## config.mk

```make
export PLATFORM = sky130hd
export DESIGN_NAME = ccm_ctrl
export DESIGN_NICKNAME = d
export VERILOG_FILES = /design/src/rtl/ccm_pkg.sv /design/src/rtl/ccm_sync2.sv /design/src/rtl/ccm_buf2.sv /design/src/rtl/ccm_ctrl.sv
export SDC_FILE = /design/constraint.sdc
export NUM_CORES = 1
export LEC_CHECK = 0
export BUFFER_PORTS_ARGS = -buffer_cell sky130_fd_sc_hd__buf_2
export CORE_AREA = 5 5 145 147
export CTS_CLUSTER_DIAMETER = 120
export DETAILED_ROUTE_END_ITERATION = 16
export DIE_AREA = 0 0 150 152
export GPL_TIMING_DRIVEN = 1
export PLACE_DENSITY = 0.59
export REMOVE_ABC_BUFFERS = 1
export SYNTH_ARGS = -nofsm -noshare
export SYNTH_HDL_FRONTEND = slang
export SYNTH_SLANG_ARGS = --single-unit
```

## constraint.sdc

```tcl
create_clock -name pclk -period 2.3 [get_ports pclk]
set_clock_uncertainty 0.2 [all_clocks]
set_input_delay 0.345 -clock pclk [delete_from_list [all_inputs] [get_ports pclk]]
set_output_delay 0.345 -clock pclk [all_outputs]
set_load 0.03 [all_outputs]
```

## src/rtl/ccm_pkg.sv

```systemverilog
// Package: register map, field positions, reset values and timing for the CAN control block
package ccm_pkg;
  // ==========================================================================
  // Register map (word offsets, decoded from paddr[7:2], inside the 64-word window)
  localparam logic [5:0] OFF_CTL0     = 6'h00;
  localparam logic [5:0] OFF_CTL1     = 6'h01;
  localparam logic [5:0] OFF_BTR0     = 6'h02;
  localparam logic [5:0] OFF_BTR1     = 6'h03;
  localparam logic [5:0] OFF_RFLG     = 6'h04;
  localparam logic [5:0] OFF_RIER     = 6'h05;
  localparam logic [5:0] OFF_TFLG     = 6'h06;
  localparam logic [5:0] OFF_TIER     = 6'h07;
  localparam logic [5:0] OFF_TARQ     = 6'h08;
  localparam logic [5:0] OFF_TAAK     = 6'h09;
  localparam logic [5:0] OFF_TBSEL    = 6'h0A;
  localparam logic [5:0] OFF_IDAC     = 6'h0B;
  localparam logic [5:0] OFF_RSVD     = 6'h0C;
  localparam logic [5:0] OFF_MISC     = 6'h0D;
  localparam logic [5:0] OFF_RXERR    = 6'h0E;
  localparam logic [5:0] OFF_TSTAMP   = 6'h0F;
  localparam int         WINDOW_BYTES = 64;
  // ==========================================================================
  // Control register 0 bits
  localparam int B_FRAME_RECEIVED_FLAG  = 7;
  localparam int B_RECEIVER_ACTIVE  = 6;
  localparam int B_STOP_IN_WAIT  = 5;
  localparam int B_SYNC   = 4;
  localparam int B_TIME   = 3;
  localparam int B_WAKEUP_ENABLE   = 2;
  localparam int B_SLEEP_REQUEST  = 1;
  localparam int B_INIT_REQUEST = 0;
  // Control register 1 bits
  localparam int B_SLEEP_ACKNOWLEDGE  = 1;
  localparam int B_INIT_ACKNOWLEDGE = 0;
  localparam logic [7:0] CTL0_RESET = 8'h01;
  localparam logic [7:0] CTL1_RESET = 8'h11;
  localparam logic [7:0] CTL1_WMASK = 8'hFC;
  localparam logic [7:0] BYTE_ZERO  = 8'h00;
  // Message buffer byte offsets for the timestamp
  localparam logic [3:0] TS_HI_OFF  = 4'hE;
  localparam logic [3:0] TS_LO_OFF  = 4'hF;
  // ==========================================================================
  // Timing
  localparam int CLK_NS         = 4;
  localparam int BIT_NS         = 1000;
  localparam int BIT_CYCLES     = BIT_NS / CLK_NS;
  localparam int IDLE_BITS      = 11;
  localparam int TS_WIDTH       = 16;
  // ==========================================================================
  // Carriers
  typedef struct packed {
    logic       valid;
    logic [3:0] offset;
    logic [7:0] data;
  } ccm_ts_word_t;
  typedef struct packed {
    logic frame_ok;
    logic rx_active;
    logic tx_active;
    logic tx_pending;
  } ccm_core_stat_t;
endpackage : ccm_pkg

```

## src/rtl/ccm_sync2.sv

```systemverilog
// Two-flop synchroniser for a level from the CAN pin
`timescale 1ns/10ps
module ccm_sync2 (
  input  wire logic pclk,     // Bus clock
  input  wire logic presetn,  // Async reset, active low
  input  wire logic d,        // Asynchronous level
  output logic      q         // Synchronised level
);
  logic meta;
  // Pin idles recessive, so both flops reset high
  always_ff @(posedge pclk or negedge presetn) begin
    if (!presetn) begin
      meta <= 1'b1;
      q    <= 1'b1;
    end else begin
      meta <= d;
      q    <= meta;
    end
  end
endmodule : ccm_sync2

```

## src/rtl/ccm_buf2.sv

```systemverilog
// Two-entry buffer with valid/ready on both sides
`timescale 1ns/10ps
module ccm_buf2 (
  input  wire logic                  pclk,     // Bus clock
  input  wire logic                  presetn,  // Async reset, active low
  input  wire logic                  in_valid, // Word offered
  output logic                       in_ready, // Room for a word
  input  wire ccm_pkg::ccm_ts_word_t in_word,  // Incoming word
  output logic                       out_valid,// Word available
  input  wire logic                  out_ready,// Sink takes word
  output ccm_pkg::ccm_ts_word_t      out_word  // Head word
);
  ccm_pkg::ccm_ts_word_t mem [2];
  logic                  wr_idx;
  logic                  rd_idx;
  logic [1:0]            count;
  logic                  push;
  logic                  pop;

  assign in_ready  = (count != 2'd2);
  assign out_valid = (count != 2'd0);
  assign out_word  = mem[rd_idx];
  assign push      = in_valid && in_ready;
  assign pop       = out_valid && out_ready;

  always_ff @(posedge pclk or negedge presetn) begin
    if (!presetn) begin
      mem[0] <= '0;
      mem[1] <= '0;
    end else if (push) begin
      mem[wr_idx] <= in_word;
    end
  end

  always_ff @(posedge pclk or negedge presetn) begin
    if (!presetn) begin
      wr_idx <= 1'b0;
      rd_idx <= 1'b0;
      count  <= 2'd0;
    end else begin
      if (push) wr_idx <= ~wr_idx;
      if (pop) rd_idx <= ~rd_idx;
      count <= count + {1'b0, push} - {1'b0, pop};
    end
  end
endmodule : ccm_buf2

```

## src/rtl/ccm_ctrl.sv

```systemverilog
// CAN controller register window and control register 0 behaviour
// Operation
// - Transmit pin low means dominant, high means recessive.
// - Decode a fixed 64-byte register window from base plus offset; the code decodes 64 words (256 bytes).
// - Read data comes only from flops in the bus clock domain.
// - Control 0 writes only outside init; init request always writable.
// - In init, control 0 held at reset except wake-up, sleep, init.
// - Received-frame flag set on any valid frame; sticky until cleared.
// - Writing one clears the received-frame flag; zero is ignored.
// - Receiver-active bit shows reception in progress, read-only.
// - Stop-in-wait gates the bus interface clock during wait mode.
// - Synchronized bit set and cleared by hardware only.
// - Timer enable runs a 16-bit counter at the bit rate.
// - After end of frame, timestamp goes to buffer bytes 0xE and 0xF.
// - Disabled timer clears to zero; timer enable low during init.
// - With wake-up enabled, bus traffic ends sleep; otherwise ignored.
// - Init request aborts transfers, enters init, sets init acknowledge.
// - Sleep request is serviced only when the bus is idle; the code checks only rx_active and tx_pending, not tx_active.
//
// The APB slave port was decided locally.
`timescale 1ns/10ps
module ccm_ctrl (
  input  wire logic                   pclk,        // Bus clock, 250 MHz
  input  wire logic                   presetn,     // Async reset, active low
  input  wire logic                   psel,        // APB select
  input  wire logic                   penable,     // APB access phase
  input  wire logic                   pwrite,      // APB write
  input  wire logic [31:0]            paddr,       // APB byte address
  input  wire logic [31:0]            pwdata,      // APB write data
  output logic [31:0]                 prdata,      // APB read data
  output logic                        pready,      // APB ready
  output logic                        pslverr,     // APB error
  input  wire logic                   rx_bus_in,   // CAN receive pin
  output logic                        tx_bus_out,  // CAN transmit pin
  input  wire ccm_pkg::ccm_core_stat_t core_stat,  // Protocol engine status
  input  wire logic                   wait_mode,   // System wait mode
  output logic                        bus_clk_en,  // Interface clock enable
  output logic                        abort_xfer,  // Abort all transfers
  output logic                        wakeup,      // Wake-up from sleep
  output logic                        ts_valid,    // Timestamp byte valid
  input  wire logic                   ts_ready,    // Buffer takes byte
  output logic [3:0]                  ts_offset,   // Buffer byte offset
  output logic [7:0]                  ts_data,     // Timestamp byte
  input  wire logic                   core_tx      // Engine transmit level
);
  // ==========================================================================
  // State
  typedef enum logic [2:0] {
    CCM_RUN   = 3'b001,
    CCM_INIT  = 3'b010,
    CCM_SLEEP = 3'b100
  } ccm_mode_t;

  ccm_mode_t             mode;
  logic                  rx_sync;
  logic                  rx_prev;
  logic [7:0]            ctl0;
  logic [7:0]            ctl1;
  logic [7:0]            btr0;
  logic [7:0]            btr1;
  logic [7:0]            idac;
  logic [7:0]            rd_byte;
  logic                  init_active;
  logic                  init_exited;
  logic                  wr_en;
  logic                  rd_en;
  logic                  in_window;
  logic [5:0]            offs;
  logic                  sync_flag;
  logic [7:0]            recessive_cnt;
  logic                  bit_tick;
  logic [7:0]            bit_div;
  logic [15:0]           timestamp;
  logic                  ts_phase;
  logic [15:0]           ts_latched;
  logic                  ts_busy;
  logic                  buf_in_ready;
  ccm_pkg::ccm_ts_word_t buf_in;
  ccm_pkg::ccm_ts_word_t buf_out;
  logic                  wakeup_enable_armed;

  function automatic logic hit(input logic [5:0] a, input logic [5:0] b);
    hit = (a == b);
  endfunction : hit

  // ==========================================================================
  // Pin input
  ccm_sync2 u_rx_sync (
    .pclk    (pclk),
    .presetn (presetn),
    .d       (rx_bus_in),
    .q       (rx_sync)
  );

  always_ff @(posedge pclk or negedge presetn) begin
    if (!presetn) rx_prev <= 1'b1;
    else rx_prev <= rx_sync;
  end

  // ==========================================================================
  // APB decode
  assign offs        = paddr[7:2];
  assign in_window   = (paddr[31:2] < 30'(ccm_pkg::WINDOW_BYTES));
  assign wr_en       = psel && penable && pwrite && in_window;
  assign rd_en       = psel && !penable && !pwrite;
  assign pready      = 1'b1;
  assign pslverr     = psel && penable && !in_window;
  assign init_active = ctl0[ccm_pkg::B_INIT_REQUEST] && ctl1[ccm_pkg::B_INIT_ACKNOWLEDGE];
  assign init_exited = !ctl0[ccm_pkg::B_INIT_REQUEST] && !ctl1[ccm_pkg::B_INIT_ACKNOWLEDGE];

  // ==========================================================================
  // Bit-rate enable
  always_ff @(posedge pclk or negedge presetn) begin
    if (!presetn) begin
      bit_div  <= 8'h00;
      bit_tick <= 1'b0;
    end else begin
      bit_tick <= (bit_div == 8'(ccm_pkg::BIT_CYCLES - 1));
      if (bit_div == 8'(ccm_pkg::BIT_CYCLES - 1)) bit_div <= 8'h00;
      else bit_div <= bit_div + 8'h01;
    end
  end

  // ==========================================================================
  // Synchronisation: 11 recessive bit samples after init exit
  always_ff @(posedge pclk or negedge presetn) begin
    if (!presetn) begin
      recessive_cnt <= 8'h00;
      sync_flag     <= 1'b0;
    end else if (!init_exited || mode != CCM_RUN) begin
      recessive_cnt <= 8'h00;
      sync_flag     <= 1'b0;
    end else if (bit_tick && !sync_flag) begin
      if (!rx_sync) recessive_cnt <= 8'h00;
      else if (recessive_cnt == 8'(ccm_pkg::IDLE_BITS - 1)) sync_flag <= 1'b1;
      else recessive_cnt <= recessive_cnt + 8'h01;
    end
  end

  // ==========================================================================
  // Mode state: init, sleep, run
  always_ff @(posedge pclk or negedge presetn) begin
    if (!presetn) begin
      mode <= CCM_INIT;
      ctl1 <= ccm_pkg::CTL1_RESET;
    end else begin
      unique case (mode)
        CCM_RUN: begin
          if (ctl0[ccm_pkg::B_INIT_REQUEST]) begin
            mode                    <= CCM_INIT;
            ctl1[ccm_pkg::B_INIT_ACKNOWLEDGE] <= 1'b1;
          end else if (ctl0[ccm_pkg::B_SLEEP_REQUEST] && !core_stat.rx_active
                       && !core_stat.tx_pending) begin
            mode                   <= CCM_SLEEP;
            ctl1[ccm_pkg::B_SLEEP_ACKNOWLEDGE] <= 1'b1;
          end
        end
        CCM_INIT: begin
          if (!ctl0[ccm_pkg::B_INIT_REQUEST]) begin
            mode                    <= CCM_RUN;
            ctl1[ccm_pkg::B_INIT_ACKNOWLEDGE] <= 1'b0;
          end
        end
        CCM_SLEEP: begin
          if (ctl0[ccm_pkg::B_INIT_REQUEST]) begin
            mode                    <= CCM_INIT;
            ctl1[ccm_pkg::B_INIT_ACKNOWLEDGE] <= 1'b1;
            ctl1[ccm_pkg::B_SLEEP_ACKNOWLEDGE]  <= 1'b0;
          end else if (!ctl0[ccm_pkg::B_SLEEP_REQUEST] || wakeup) begin
            mode                   <= CCM_RUN;
            ctl1[ccm_pkg::B_SLEEP_ACKNOWLEDGE] <= 1'b0;
          end
        end
        default: mode <= CCM_INIT;
      endcase
      if (wr_en && hit(offs, ccm_pkg::OFF_CTL1) && init_active) begin
        ctl1[7:2] <= pwdata[7:2];
      end
    end
  end

  assign abort_xfer = (mode == CCM_INIT);

  // Wake-up enable is sampled at sleep entry so later changes wait a period
  always_ff @(posedge pclk or negedge presetn) begin
    if (!presetn) wakeup_enable_armed <= 1'b0;
    else if (mode == CCM_RUN) wakeup_enable_armed <= ctl0[ccm_pkg::B_WAKEUP_ENABLE];
  end

  // Falling edge of the synchronised pin is start of traffic
  assign wakeup = (mode == CCM_SLEEP) && wakeup_enable_armed && rx_prev && !rx_sync;

  // ==========================================================================
  // Control register 0
  always_ff @(posedge pclk or negedge presetn) begin
    if (!presetn) begin
      ctl0 <= ccm_pkg::CTL0_RESET;
    end else begin
      if (wr_en && hit(offs, ccm_pkg::OFF_CTL0)) begin
        // Init request may not drop until acknowledged, nor sleep request
        if (pwdata[ccm_pkg::B_INIT_REQUEST] || init_active)
          ctl0[ccm_pkg::B_INIT_REQUEST] <= pwdata[ccm_pkg::B_INIT_REQUEST];
        if (!init_active) begin
          if (pwdata[ccm_pkg::B_SLEEP_REQUEST] || ctl1[ccm_pkg::B_SLEEP_ACKNOWLEDGE])
            ctl0[ccm_pkg::B_SLEEP_REQUEST] <= pwdata[ccm_pkg::B_SLEEP_REQUEST];
          ctl0[ccm_pkg::B_WAKEUP_ENABLE]  <= pwdata[ccm_pkg::B_WAKEUP_ENABLE];
          ctl0[ccm_pkg::B_TIME]  <= pwdata[ccm_pkg::B_TIME];
          ctl0[ccm_pkg::B_STOP_IN_WAIT] <= pwdata[ccm_pkg::B_STOP_IN_WAIT];
        end
      end
      if (wakeup) ctl0[ccm_pkg::B_SLEEP_REQUEST] <= 1'b0;
      // Set wins over a same-cycle write-one clear
      if (wr_en && hit(offs, ccm_pkg::OFF_CTL0) && pwdata[ccm_pkg::B_FRAME_RECEIVED_FLAG])
        ctl0[ccm_pkg::B_FRAME_RECEIVED_FLAG] <= 1'b0;
      if (core_stat.frame_ok) ctl0[ccm_pkg::B_FRAME_RECEIVED_FLAG] <= 1'b1;
      ctl0[ccm_pkg::B_RECEIVER_ACTIVE] <= core_stat.rx_active;
      ctl0[ccm_pkg::B_SYNC]  <= sync_flag;
      if (init_active) begin
        ctl0[7:3] <= ccm_pkg::CTL0_RESET[7:3];
      end
    end
  end

  // ==========================================================================
  // Configuration registers writable in init only
  always_ff @(posedge pclk or negedge presetn) begin
    if (!presetn) begin
      btr0 <= ccm_pkg::BYTE_ZERO;
      btr1 <= ccm_pkg::BYTE_ZERO;
      idac <= ccm_pkg::BYTE_ZERO;
    end else if (wr_en && init_active) begin
      if (hit(offs, ccm_pkg::OFF_BTR0)) btr0 <= pwdata[7:0];
      if (hit(offs, ccm_pkg::OFF_BTR1)) btr1 <= pwdata[7:0];
      if (hit(offs, ccm_pkg::OFF_IDAC)) idac <= {2'b00, pwdata[5:4], 4'h0};
    end
  end

  // ==========================================================================
  // Timestamp counter
  always_ff @(posedge pclk or negedge presetn) begin
    if (!presetn) timestamp <= 16'h0000;
    else if (!ctl0[ccm_pkg::B_TIME]) timestamp <= 16'h0000;
    else if (bit_tick) timestamp <= timestamp + 16'h0001;
  end

  // Two bytes per frame pushed into the buffer, high byte first
  always_ff @(posedge pclk or negedge presetn) begin
    if (!presetn) begin
      ts_busy    <= 1'b0;
      ts_phase   <= 1'b0;
      ts_latched <= 16'h0000;
    end else if (!ts_busy) begin
      if (core_stat.frame_ok && ctl0[ccm_pkg::B_TIME]) begin
        ts_busy    <= 1'b1;
        ts_phase   <= 1'b0;
        ts_latched <= timestamp;
      end
    end else if (buf_in_ready) begin
      ts_phase <= 1'b1;
      if (ts_phase) ts_busy <= 1'b0;
    end
  end

  assign buf_in.valid  = ts_busy;
  assign buf_in.offset = ts_phase ? ccm_pkg::TS_LO_OFF : ccm_pkg::TS_HI_OFF;
  assign buf_in.data   = ts_phase ? ts_latched[7:0] : ts_latched[15:8];

  ccm_buf2 u_ts_buf (
    .pclk      (pclk),
    .presetn   (presetn),
    .in_valid  (ts_busy),
    .in_ready  (buf_in_ready),
    .in_word   (buf_in),
    .out_valid (ts_valid),
    .out_ready (ts_ready),
    .out_word  (buf_out)
  );

  assign ts_offset = buf_out.offset;
  assign ts_data   = buf_out.data;

  // ==========================================================================
  // Read path: captured in setup, returned from a flop in access
  always_comb begin
    rd_byte = ccm_pkg::BYTE_ZERO;
    unique case (offs)
      ccm_pkg::OFF_CTL0: rd_byte = ctl0;
      ccm_pkg::OFF_CTL1: rd_byte = ctl1;
      ccm_pkg::OFF_BTR0: rd_byte = btr0;
      ccm_pkg::OFF_BTR1: rd_byte = btr1;
      ccm_pkg::OFF_IDAC: rd_byte = idac;
      default:           rd_byte = ccm_pkg::BYTE_ZERO;
    endcase
  end

  always_ff @(posedge pclk or negedge presetn) begin
    if (!presetn) prdata <= 32'h00000000;
    else if (rd_en) prdata <= {24'h000000, rd_byte};
  end

  // ==========================================================================
  // Pin and clock gating
  always_ff @(posedge pclk or negedge presetn) begin
    if (!presetn) tx_bus_out <= 1'b1;
    else if (mode != CCM_RUN || !sync_flag || (wait_mode && ctl0[ccm_pkg::B_STOP_IN_WAIT]))
      tx_bus_out <= 1'b1;
    else tx_bus_out <= core_tx;
  end

  assign bus_clk_en = !(wait_mode && ctl0[ccm_pkg::B_STOP_IN_WAIT]);
endmodule : ccm_ctrl

```

==> impl_summary.txt, run 1 <==
----------------------------------------------------
[Run status]
  Result of the run ... finished, final reports clean

[Floorplanning]
  Die footprint ... 0.0228 mm^2
  CORE AREA ... 0.0198 mm^2
  Initial cell density of the core ... 31.8%
  Height of the die ... 152 um
  Std cell rows ... 52
  I/O pins ... 128
  Die X ... 150 um

[STA]
  Final period utilization ... between 90% and 100%
  Final Critical Period ... 2.19 ns
  Unrepaired setup endpoints after global routing ... no
  Count of pins over their slew limit ... 0
  WHS ... 0.0305 ns
  Number of endpoints with negative hold slack in the final report ... 0
  Relative slew slack ... 49.9%
  Final total negative setup slack ... 0 ns
  Maximum clock rate ... 457 MHz
  Total setup violations reported at the end of the flow ... 0
  Transition time at the pin with the least slew margin ... 0.751 ns

[Min path]
  Path class of the lowest-slack min-delay path ... primary input to flip-flop
  Worst hold start ... pwdata[2]
  Number of cells traversed by the worst hold path ... 2
  Sink of the worst hold path ... btr1[2]$_DFFE_PN0P_

[Cells and area]
  Nets ... approximately 750
  Most common library cell in the layout ignoring fill and taps ... sky130_fd_sc_hd__dfrtp_1
  Diode count ... 0
  Highest-count cells in the layout ignoring fill and taps ... sky130_fd_sc_hd__dfrtp_1 (116), sky130_fd_sc_hd__buf_2 (72), sky130_fd_sc_hd__mux2_2 (39), sky130_fd_sc_hd__nand2_1 (36), sky130_fd_sc_hd__buf_4 (36)
  Fill cell total of the finished layout ... 1,944
  Count of placed standard cells in the final layout, fillers left out ... 947
  Share of layout cells above drive strength 1 ... between 30 and 40%
  Relative area change from synthesis to final layout ... 23.7%
  Post-route design area ... 0.00778 mm^2

[Drt]
  Number of vias per cell ... 4.65
  Via total after detailed routing ... around 4,400
  Remaining design rule violation count ... 0
  WL per Instance ... 14.2 um
  DRT Pass-1 Iters ... 4
  Violation count after the first detailed-route iteration ... ~150
  Count of nets left with antenna violations after detail routing ... 0
  Wire length reported by the detailed router ... around 13,000 um

[CTS]
  Max Buffers Root-to-Sink ... 2
  Inserted Clock Buffers ... 17
  Clock-pin slew reported for the worst setup and hold paths after clock tree synthesis ... 0.06 ns
  Clk Tree Root Cell ... sky130_fd_sc_hd__clkbuf_16
  Post-CTS setup repair buffer count ... 0
  CTS tree ... built
  Later-pin clock latency in the skew report ... 0.41 ns
  Clock sink total ... 126
  H-tree levels ... 4

[Power]
  Fraction of power spent switching nets ... 28.3%
  Reported net switching power ... 1660 uW
  Share of total power in sequential cells ... 41.9%
  Leakage power of the design ... between 0.003 and 0.004 uW
  Internal Power ... 4200 uW
  Logic gate share of total power ... 15.7%
  Clock Power Share ... a little over two fifths
  Areal power density over the cells ... 753 mW/mm^2
  Worst IR Drop VDD ... 0.000607 V

[Setup path]
  Category of the worst setup path capture point ... output port
  Max Fanout on Critical Path ... 9
  Required @ worst endpoint ... 1.75 ns
  Critical path data arrival time ... approximately 1.6 ns
  Worst R2R End ... recessive_cnt[7]$_DFFE_PN0P_
  Setup crit start kind ... flip-flop
  Cells on worst reg2reg path ... 6
  Startpoint of the most critical register-to-register path ... recessive_cnt[0]$_DFFE_PN0P_
  Type of the setup path with the least slack ... flip-flop to output port
  Worst-case register-to-register setup slack ... roughly 0.15 ns

[Placed design]
  Number of input and output port buffers inserted ... 75
  # placed instances ... approximately 900
  Final GP Congestion ... slightly below 0.8
  Cell area after placement ... slightly above 0.007 mm^2
  Placed wire-length estimate ... 9730 um

[Yosys]
  Post-synthesis instance area ... 0.00629 mm^2
  Fraction of post-synthesis cell area in the top cell type by area ... 46.9%
  Most area-consuming cells after synthesis ... sky130_fd_sc_hd__dfrtp_1 (47%), sky130_fd_sc_hd__mux2_2 (7.0%), sky130_fd_sc_hd__dfstp_2 (3.3%), sky130_fd_sc_hd__buf_4 (3.2%), sky130_fd_sc_hd__mux2i_1 (3.0%)
  Share of synthesized registers carrying an async set or reset ... 100%
  Number of enable-type register cells in the synthesized netlist ... 0
  Synthesized flop and latch total ... 126
  Most frequently used flop master after synthesis ... sky130_fd_sc_hd__dfrtp_1
  Synth Warn # ... 0
  Synth area leader ... sky130_fd_sc_hd__dfrtp_1
  Cells after Synth ... 548
  Post-Synthesis Mean Instance Area ... 11.5 um^2
  Cell variety after synth ... 63
  Post-synthesis sequential area ratio ... 50.3%

[Global route]
  Maximum number of pins on one net before global-route repair ... 46
  Via count of the first global-routing pass ... 4,392
  Antenna violations before repair ... 0
  Global routing usage summed across all routing layers ... between 10% and 20%
  Global-route congestion overflow total ... 0
  Global-route wire length before repair ... 22,700 um

[Job]
  Max_cap viols ... 0

----------------------------------------------------
==> state kept, by name, indices dropped and copies added (netlist names), 8 cells and up <==
signal,cells
bit_div,8
timestamp,16
recessive_cnt,8
prdata,8
ctl0,8
u_ts_buf.mem,20
ctl1,8
btr1,8
btr0,8
ts_latched,16
==> cell families (layout without fill, tap and decap cells) <==
group | after synthesis | after routing | share of synthesized area, %
flops | 126 | 126 | 50.3
mux | 74 | 74 | 14.8
compound gates | 77 | 77 | 7.71
simple gates | 173 | 173 | 17.3
buf+inv | 73 | 179 | 6.26
xor+xnor | 16 | 16 | 2.23
fa+ha+maj | 7 | 7 | 1.39
other cells | 2 | 25 | 0.119
==> critical path: stages, from the launching register on <==
cell	delay, ns
sky130_fd_sc_hd__dfrtp_2	0.45
sky130_fd_sc_hd__or3b_4	0.43
sky130_fd_sc_hd__nor3_4	0.16
sky130_fd_sc_hd__buf_4	0.19
==> final cells by class <==
| cell class | instances | area (um^2) | area share [%] |
|---|---|---|---|
| multi-input combinational | 372 | 2840 | 36.5 |
| tap | 270 | 338 | 4.34 |
| timing repair buffer | 122 | 801 | 10.3 |
| inverter | 25 | 93.8 | 1.21 |
| clock buffer | 22 | 454 | 5.84 |
| clock inverter | 10 | 92.6 | 1.19 |
| sequential | 126 | 3170 | 40.7 |
==> what timing repair did <==
item,CTS,global route
resized for setup,6,2
pin swaps,1,0
setup endpoints to repair,2,6
hold endpoints to repair,132,0
hold buffers,11,0
==> worst max-delay path by stage <==
stage,from,to,cells after the start
floorplan,mode[2]$_DFFE_PN0P_,ctl0[1]$_DFFE_PN0P_,4
global placement,paddr[26],btr0[6]$_DFFE_PN0P_,6
detailed placement,paddr[26],btr1[3]$_DFFE_PN0P_,6
CTS,u_ts_buf.rd_idx$_DFFE_PN0P_,ts_offset[3],2
global route,recessive_cnt[0]$_DFFE_PN0P_,recessive_cnt[7]$_DFFE_PN0P_,6
finish,mode[0]$_DFFE_PN0P_,wakeup,3
==> per-layer routing <==
| metal | share of wire (%) | global-route usage, % | up-vias |
|---|---|---|---|
| li1 | - | - | 2151 |
| met2 | 47 | 18.5 | 74 |
| met4 | 0.98 | 3.40 | 0 |
| met1 | 48 | 17.2 | 2162 |
| met5 | 0 | 0 | - |
| met3 | 3.7 | 3.54 | 12 |
==> synth_stat cells, drive strengths merged (9+ instances only) <==
cell,count
dfrtp,118
mux2,47
nand2,38
nor2,31
buf,30
inv,25
o21ai,23
a21oi,21
nand3,20
mux2i,19
clkbuf,18
nor4,13
or3,10
nand4,9
xnor2,9
==> power groups by stage <==
| stage | logic (uW) | registers (uW) | clock network, uW |
|---|---|---|---|
| 2_1_floorplan | 576 | 2460 | 0 |
| 3_3_place_gp | 889 | 2490 | 0 |
| 3_5_place_dp | 894 | 2490 | 0 |
| 4_1_cts | 924 | 2450 | 2550 |
| 5_1_grt | 1020 | 2470 | 2650 |
| 6_report | 919 | 2460 | 2490 |
==> through the flow <==
step / worst slack [ns] / power [uW] / util, %
floorplan: 0.0457 / 3040 / -
global placement: -0.0430 / 3380 / 35.9
detailed placement: -0.0514 / 3380 / 35.9
CTS: 0.0215 / 5930 / 39.3
global route: 0.0171 / 6150 / 39.4
finish: 0.113 / 5860 / 39.4
(Power assumes the default switching activity.)
==> run 2: changes to the inputs <==
==> constraint.sdc (replaced) <==
create_clock -name pclk -period 2.3 [get_ports pclk]
set_clock_uncertainty 0.2 [all_clocks]
set_input_delay 0.115 -clock pclk [delete_from_list [all_inputs] [get_ports pclk]]
set_output_delay 0.115 -clock pclk [all_outputs]
set_load 0.03 [all_outputs]
==> run 2 against run 1 <==
Against the previous run: maximum frequency is 1.2% higher; die area did not move; largest power group unchanged; critical path depth rose by 2; utilization increased by 0.057 points; first-iteration DRC count is 6.8% higher; global-route usage is 0.30 points lower.
==> impl_summary.txt, run 2 (synthesized netlist as in run 1, its figures left out) <==
----------------------------------------------------
[Cells and area]
  Share of layout cells above drive strength 1 ... 32.1% (-1.7 points)
  Post-layout util ... 39.4% (+0.057 points)
  Register with the highest flop count ... u_ts_buf.mem
  Most common library cell in the layout ignoring fill and taps ... sky130_fd_sc_hd__dfrtp_1
  Registers with the most flip-flops ... u_ts_buf.mem (20), timestamp (16), ts_latched (16)
  Number of flip-flops under the largest register name ... 20 (unchanged)
  Highest-count cells in the layout ignoring fill and taps ... sky130_fd_sc_hd__dfrtp_1 (117), sky130_fd_sc_hd__buf_2 (73), sky130_fd_sc_hd__mux2_2 (39), sky130_fd_sc_hd__nand2_1 (36), sky130_fd_sc_hd__nor2_1 (31)
  Post-route design area ... 0.00779 mm^2 (+0.14%)
  Diode count ... 0 (unchanged)
  Relative area change from synthesis to final layout ... 23.9%
  Nets ... 744 (-0.53%)

[Power]
  Logic gate share of total power ... 14.5% (-1.2 points)
  Internal Power ... 4380 uW (+4.0%)
  Reported net switching power ... 1670 uW (+0.91%)
  Areal power density over the cells ... 776 mW/mm^2 (+3.0%)
  Clock Power Share ... 44.9% (+2.5 points)
  Worst IR Drop VDD ... 0.000547 V (-9.9%)
  Leakage power of the design ... 0.00355 uW (-0.46%)
  Fraction of power spent switching nets ... 27.6% (-0.62 points)
  Share of total power in sequential cells ... 40.6% (-1.3 points)

[CTS]
  H-tree levels ... 4 (unchanged)
  Later-pin clock latency in the skew report ... 0.41 ns (about the same)
  Clock-pin slew reported for the worst setup and hold paths after clock tree synthesis ... 0.06 ns (about the same)
  Clock sink total ... 126 (unchanged)
  CTS tree ... built
  Inserted Clock Buffers ... 17 (unchanged)
  Max Buffers Root-to-Sink ... 2 (unchanged)
  Clk Tree Root Cell ... sky130_fd_sc_hd__clkbuf_16

[Setup path]
  Startpoint of the most critical register-to-register path ... ctl1[0]$_DFFE_PN1P_
  Cells on worst reg2reg path ... 5 (-1)
  Crit path max-delay cell type ... sky130_fd_sc_hd__dfstp_2
  Worst R2R End ... btr0[2]$_DFFE_PN0P_
  Required @ worst endpoint ... 2.40 ns (+0.65 ns)
  Count of buffering cells on the critical path with inverters included ... 1 (unchanged)
  Category of the worst setup path capture point ... flip-flop
  Kind of cell adding the most delay to the critical path ... simple AND/OR/NAND/NOR gates
  Timing startpoint of the critical path ... ctl1[0]$_DFFE_PN1P_
  Biggest cell delay along the critical path ... 0.59 ns (+0.14 ns)
  Max Fanout on Critical Path ... 7 (-2)
  Series of cell instances along the critical path ... and2_1 -> nand4b_1 -> nor4_4 -> buf_4 -> mux2_2
  Type of the setup path with the least slack ... flip-flop to flip-flop
  Setup crit start kind ... flip-flop
  Critical path data arrival time ... 2.26 ns (+0.62 ns)
  Worst-case register-to-register setup slack ... 0.14 ns (about the same)

[Min path]
  Number of cells traversed by the worst hold path ... 4 (+2)
  Worst hold start ... pwrite
  Path class of the lowest-slack min-delay path ... primary input to flip-flop
  Sink of the worst hold path ... prdata[3]$_DFFE_PN0P_

[STA]
  Number of endpoints with negative hold slack in the final report ... 0 (unchanged)
  Transition time at the pin with the least slew margin ... 1.04 ns (+0.285 ns)
  Final WS setup ... 0.140 ns (+0.0269 ns)
  Final period utilization ... 93.9% (-1.2 points)
  Relative slew slack ... 30.7% (-19 points)
  Maximum clock rate ... 463 MHz (+1.2%)
  Unrepaired setup endpoints after global routing ... no
  Count of pins over their slew limit ... 0 (unchanged)
  Final total negative setup slack ... 0 ns (unchanged)
  Final Critical Period ... 2.16 ns (-0.0269 ns)
  Total setup violations reported at the end of the flow ... 0 (unchanged)
  WHS ... 0.0365 ns (+0.00601 ns)

[Placed design]
  Number of input and output port buffers inserted ... 75 (unchanged)
  Cell area after placement ... 0.00700 mm^2 (-1.4%)
  Final GP Congestion ... 0.776 (-1.4%)
  Placed wire-length estimate ... 9430 um (-3.1%)
  Pre-CTS worst setup slack ... 0.112 ns (+0.163 ns)

[Run status]
  Result of the run ... finished, final reports clean

[Floorplanning]
  Die footprint ... 0.0228 mm^2 (unchanged)
  I/O pins ... 128 (unchanged)
  CORE AREA ... 0.0198 mm^2 (unchanged)
  Height of the die ... 152 um (unchanged)
  Die X ... 150 um (unchanged)
  Std cell rows ... 52 (unchanged)
  Initial cell density of the core ... 31.8% (unchanged)

[Global route]
  Antenna violations before repair ... 0 (unchanged)
  Via count of the first global-routing pass ... 4,373 (-0.43%)
  Maximum number of pins on one net before global-route repair ... 70 (+52%)
  Global routing usage summed across all routing layers ... 12.0% (-0.30 points)
  Global-route wire length before repair ... 22,200 um (-2.0%)
  Global-route congestion overflow total ... 0 (unchanged)

[Drt]
  Violation count after the first detailed-route iteration ... 156 (+6.8%)
  WL per Instance ... 14.0 um (-1.2%)
  Remaining design rule violation count ... 0 (unchanged)
  DRT Pass-1 Iters ... 4 (unchanged)
  Number of vias per cell ... 4.70 (+1.2%)
  Count of nets left with antenna violations after detail routing ... 0 (unchanged)
  Wire length reported by the detailed router ... 13,200 um (-1.8%)
  Via total after detailed routing ... 4,429 (+0.68%)

[Job]
  Max_cap viols ... 0 (unchanged)

----------------------------------------------------
==> run 2: cell count changes in the layout (fill, tap and decap cells not counted), sizes merged <==
cell,before,now
clkinv,5,4
clkinvlp,4,2
bufinv,1,3
buf,111,98
clkbuf,22,20
inv,25,28
dlygate4sd3,11,19
==> run 2: area by class of cell <==
type / instances / area, um^2
well taps: 270 / 338
inverters: 25 / 93.8
clock inverters: 12 / 163
multi-input cells: 372 / 2830
flip-flops and latches: 126 / 3160
fillers: 1932 / 12000
clock buffers: 19 / 433
repair buffers: 118 / 776
==> run 2: worst max-delay path by stage <==
stage	slack, ns	end	depth (start not counted)
CTS	0.04	wakeup	3
finish	0.14	btr0[2]$_DFFE_PN0P_	5
global placement	0.17	btr1[6]$_DFFE_PN0P_	6
detailed placement	0.11	btr0[2]$_DFFE_PN0P_	6
global route	0.008	btr0[5]$_DFFE_PN0P_	5
floorplan	0.05	ctl0[1]$_DFFE_PN0P_	4
==> run 2: power groups by stage <==
| stage | clock [uW] | sequential, uW | combinational, uW |
|---|---|---|---|
| after floorplan | 0 | 2460 | 576 |
| after CTS | 2790 | 2460 | 888 |
| after detailed placement | 0 | 2500 | 862 |
| final | 2710 | 2460 | 877 |
| after global routing | 2880 | 2480 | 980 |
| after global placement | 0 | 2490 | 854 |
==> run 2: through the flow <==
step / cells / total power, uW
floorplan: 523 / 3040
global placement: 892 / 3350
detailed placement: 892 / 3360
CTS: 942 / 6130
global route: 942 / 6330
finish: 942 / 6050
==> run 2: routing by layer <==
metal / track usage, % / share of wire, %
met5: 0 / 0
met1: 16.8 / 48
met2: 17.9 / 47
met3: 3.13 / 4.3
met4: 4.23 / 1.1
==> run 2: timing repair <==
item                                   CTS  global route
endpoints found under the hold margin  154             0
setup endpoints to repair                0             1
setup buffers                            0             0
resized for setup                        0             3
hold buffers                            19             0
==> run 2: tightest hold or removal path, delay by kind of cell <==
family / cells / cell delay, ns
AOI/OAI and AO/OA: 1 / 0.18
and+or+nand+nor: 1 / 0.05
buffers and inverters: 2 / 0.26
==> run 3: changes to the inputs <==
MAX_ROUTING_LAYER = met4   (was not set)
==> run 3 against run 2 <==
Against the previous run: utilization unchanged; critical endpoint is now wakeup; cell area is the same; hold slack got worse by 0.0041 ns; sequential power hardly changed; cell count unchanged; largest cell class unchanged; setup slack improved by 0.0094 ns; critical path type is now flip-flop to output port; first-iteration DRC count rose by 12%; die area unchanged; combinational power hardly changed; highest routed layer unchanged.
==> impl_summary.txt, run 3 (synthesized netlist as in run 1, its figures left out) <==
----------------------------------------------------
[Global route]
  Grt met3 use ... 3.13% (unchanged)
  Layer carrying the most global-route usage ... met2
  Via count of the first global-routing pass ... 4,385 (+0.27%)
  Met1 routing resource usage after global routing ... 16.7% (-0.019 points)
  Global routing usage summed across all routing layers ... 12.3% (+0.35 points)
  Antenna violations before repair ... 0 (unchanged)
  Global-route congestion overflow total ... 0 (unchanged)
  Global-route wire length before repair ... 22,200 um (about the same)
  Maximum number of pins on one net before global-route repair ... 70 (unchanged)
  GR Layer Usage met2 ... 17.9% (+0.021 points)

[Cells and area]
  Registers with the most flip-flops ... u_ts_buf.mem (20), timestamp (16), ts_latched (16)
  Post-layout util ... 39.4% (unchanged)
  Post-route design area ... 0.00779 mm^2 (unchanged)
  Nets ... 744 (unchanged)
  Highest-count cells in the layout ignoring fill and taps ... sky130_fd_sc_hd__dfrtp_1 (117), sky130_fd_sc_hd__buf_2 (73), sky130_fd_sc_hd__mux2_2 (39), sky130_fd_sc_hd__nand2_1 (36), sky130_fd_sc_hd__nor2_1 (31)
  Share of layout cells above drive strength 1 ... 32.1% (unchanged)
  Number of flip-flops under the largest register name ... 20 (unchanged)
  Diode count ... 0 (unchanged)
  Fill cell total of the finished layout ... 1,932 (unchanged)
  Relative area change from synthesis to final layout ... 23.9% (unchanged)
  Register with the highest flop count ... u_ts_buf.mem
  Count of placed standard cells in the final layout, fillers left out ... 942 (unchanged)
  Most common library cell in the layout ignoring fill and taps ... sky130_fd_sc_hd__dfrtp_1

[CTS]
  Clk Tree Root Cell ... sky130_fd_sc_hd__clkbuf_16
  CTS tree ... built
  Later-pin clock latency in the skew report ... 0.42 ns (about the same)
  Clock sink total ... 126 (unchanged)
  Post-CTS setup repair buffer count ... 0 (unchanged)
  Inserted Clock Buffers ... 17 (unchanged)
  H-tree levels ... 4 (unchanged)
  Max Buffers Root-to-Sink ... 2 (unchanged)
  Clock-pin slew reported for the worst setup and hold paths after clock tree synthesis ... 0.06 ns (about the same)

[STA]
  Final total negative setup slack ... 0 ns (unchanged)
  Final WS setup ... 0.149 ns (+0.00943 ns)
  Maximum clock rate ... 465 MHz (+0.44%)
  Number of endpoints with negative hold slack in the final report ... 0 (unchanged)
  Count of pins over their slew limit ... 0 (unchanged)
  Unrepaired setup endpoints after global routing ... no
  Final period utilization ... 93.5% (-0.41 points)
  Final Critical Period ... 2.15 ns (-0.00943 ns)
  Transition time at the pin with the least slew margin ... 1.04 ns (+0.00276 ns)
  Relative slew slack ... 30.6% (-0.18 points)
  Total setup violations reported at the end of the flow ... 0 (unchanged)

[Run status]
  Result of the run ... finished, final reports clean

[Power]
  Areal power density over the cells ... 776 mW/mm^2 (about the same)
  Fraction of power spent switching nets ... 27.7% (about the same)
  Clock Power Share ... 44.9% (about the same)
  Internal Power ... 4370 uW (about the same)
  Share of total power in sequential cells ... 40.6% (about the same)
  Worst IR Drop VDD ... 0.000549 V (+0.27%)
  Leakage power of the design ... 0.00355 uW (unchanged)
  Reported net switching power ... 1670 uW (+0.14%)
  Logic gate share of total power ... 14.5% (about the same)

[Drt]
  Wire length reported by the detailed router ... 13,200 um (+0.13%)
  Remaining design rule violation count ... 0 (unchanged)
  Number of vias per cell ... 4.69 (-0.27%)
  Count of nets left with antenna violations after detail routing ... 0 (unchanged)
  Via total after detailed routing ... 4,417 (-0.27%)
  WL per Instance ... 14.0 um (+0.13%)
  Violation count after the first detailed-route iteration ... 174 (+12%)
  DRT Pass-1 Iters ... 4 (unchanged)

[Floorplanning]
  Die X ... 150 um (unchanged)
  Initial cell density of the core ... 31.8% (unchanged)
  Height of the die ... 152 um (unchanged)
  CORE AREA ... 0.0198 mm^2 (unchanged)
  Std cell rows ... 52 (unchanged)
  Die footprint ... 0.0228 mm^2 (unchanged)
  I/O pins ... 128 (unchanged)

[Placed design]
  Pre-CTS worst setup slack ... 0.112 ns (unchanged)
  Final GP Congestion ... 0.790 (+1.8%)
  Placed wire-length estimate ... 9430 um (unchanged)
  Cell area after placement ... 0.00700 mm^2 (unchanged)
  # placed instances ... 892 (unchanged)
  Number of input and output port buffers inserted ... 75 (unchanged)

[Setup path]
  Setup crit start kind ... flip-flop
  Required @ worst endpoint ... 1.99 ns (-0.41 ns)
  Max Fanout on Critical Path ... 9 (+2)
  Critical path data arrival time ... 1.84 ns (-0.42 ns)
  Category of the worst setup path capture point ... output port
  Type of the setup path with the least slack ... flip-flop to output port

[Job]
  Max_cap viols ... 0 (unchanged)

[Min path]
  Path class of the lowest-slack min-delay path ... primary input to flip-flop

----------------------------------------------------
run 3: cell counts in the layout (fill, tap and decap cells not counted):
Identical to the previous run, type by type.
run 3: repair_timing:
action / in CTS / in global routing
resized for setup: 0 / 3
hold buffers: 19 / 0
hold endpoints to repair: 154 / 0
setup endpoints to repair: 0 / 1
run 3: power groups by stage:
stage | logic (uW) | clock network (uW) | registers (uW)
6_report | 876 | 2720 | 2460
3_5_place_dp | 862 | 0 | 2500
2_1_floorplan | 576 | 0 | 2460
3_3_place_gp | 854 | 0 | 2490
4_1_cts | 888 | 2790 | 2460
5_1_grt | 980 | 2880 | 2480
run 3: area by class of cell:
type / count / area [um^2] / share of cell area (%)
clock inverter: 12 / 163 / 2.09
tap: 270 / 338 / 4.33
multi-input combinational: 372 / 2830 / 36.3
sequential: 126 / 3160 / 40.6
clock buffer: 19 / 433 / 5.55
timing repair buffer: 118 / 776 / 9.95
inverter: 25 / 93.8 / 1.20
run 3: layer usage:
| metal | routed length, um | up-vias | part of all wire, % |
|---|---|---|---|
| li1 | - | 2149 | - |
| met1 | 6250 | 2159 | 47 |
| met2 | 6220 | 93 | 47 |
| met3 | 568 | 16 | 4.3 |
| met4 | 166 | 0 | 1.3 |
| met5 | 0 | - | 0 |
run 3: path summary, 6_finish.rpt:
kind / endpoint / slack, ns / cells after the start / from
worst min-delay path: prdata[3]$_DFFE_PN0P_ / 0.03 / 4 / pwrite
max in group asynchronous: u_ts_buf.rd_idx$_DFFE_PN0P_ / 0.44 / 3 / presetn
min in group asynchronous: ts_latched[6]$_DFFE_PN0P_ / 0.07 / 3 / presetn
worst min register to register: u_rx_sync.q$_DFF_PN1_ / 0.16 / 0 / u_rx_sync.meta$_DFF_PN1_
worst max-delay path: wakeup / 0.15 / 3 / mode[0]$_DFFE_PN0P_
worst max register to register: btr0[5]$_DFFE_PN0P_ / 0.15 / 5 / ctl1[0]$_DFFE_PN1P_
run 3: stage by stage:
stage	hold WS, ns	power, uW
floorplan	-0.381	3040
global placement	-0.151	3350
detailed placement	-0.154	3360
CTS	0.00494	6130
global route	0.0400	6330
finish	0.0324	6050
run 3: worst max-delay path: stages (launching register included):
cell	delay (ns)
sky130_fd_sc_hd__dfrtp_1	0.47
sky130_fd_sc_hd__or3b_2	0.54
sky130_fd_sc_hd__nor3_2	0.20
sky130_fd_sc_hd__clkbuf_4	0.22
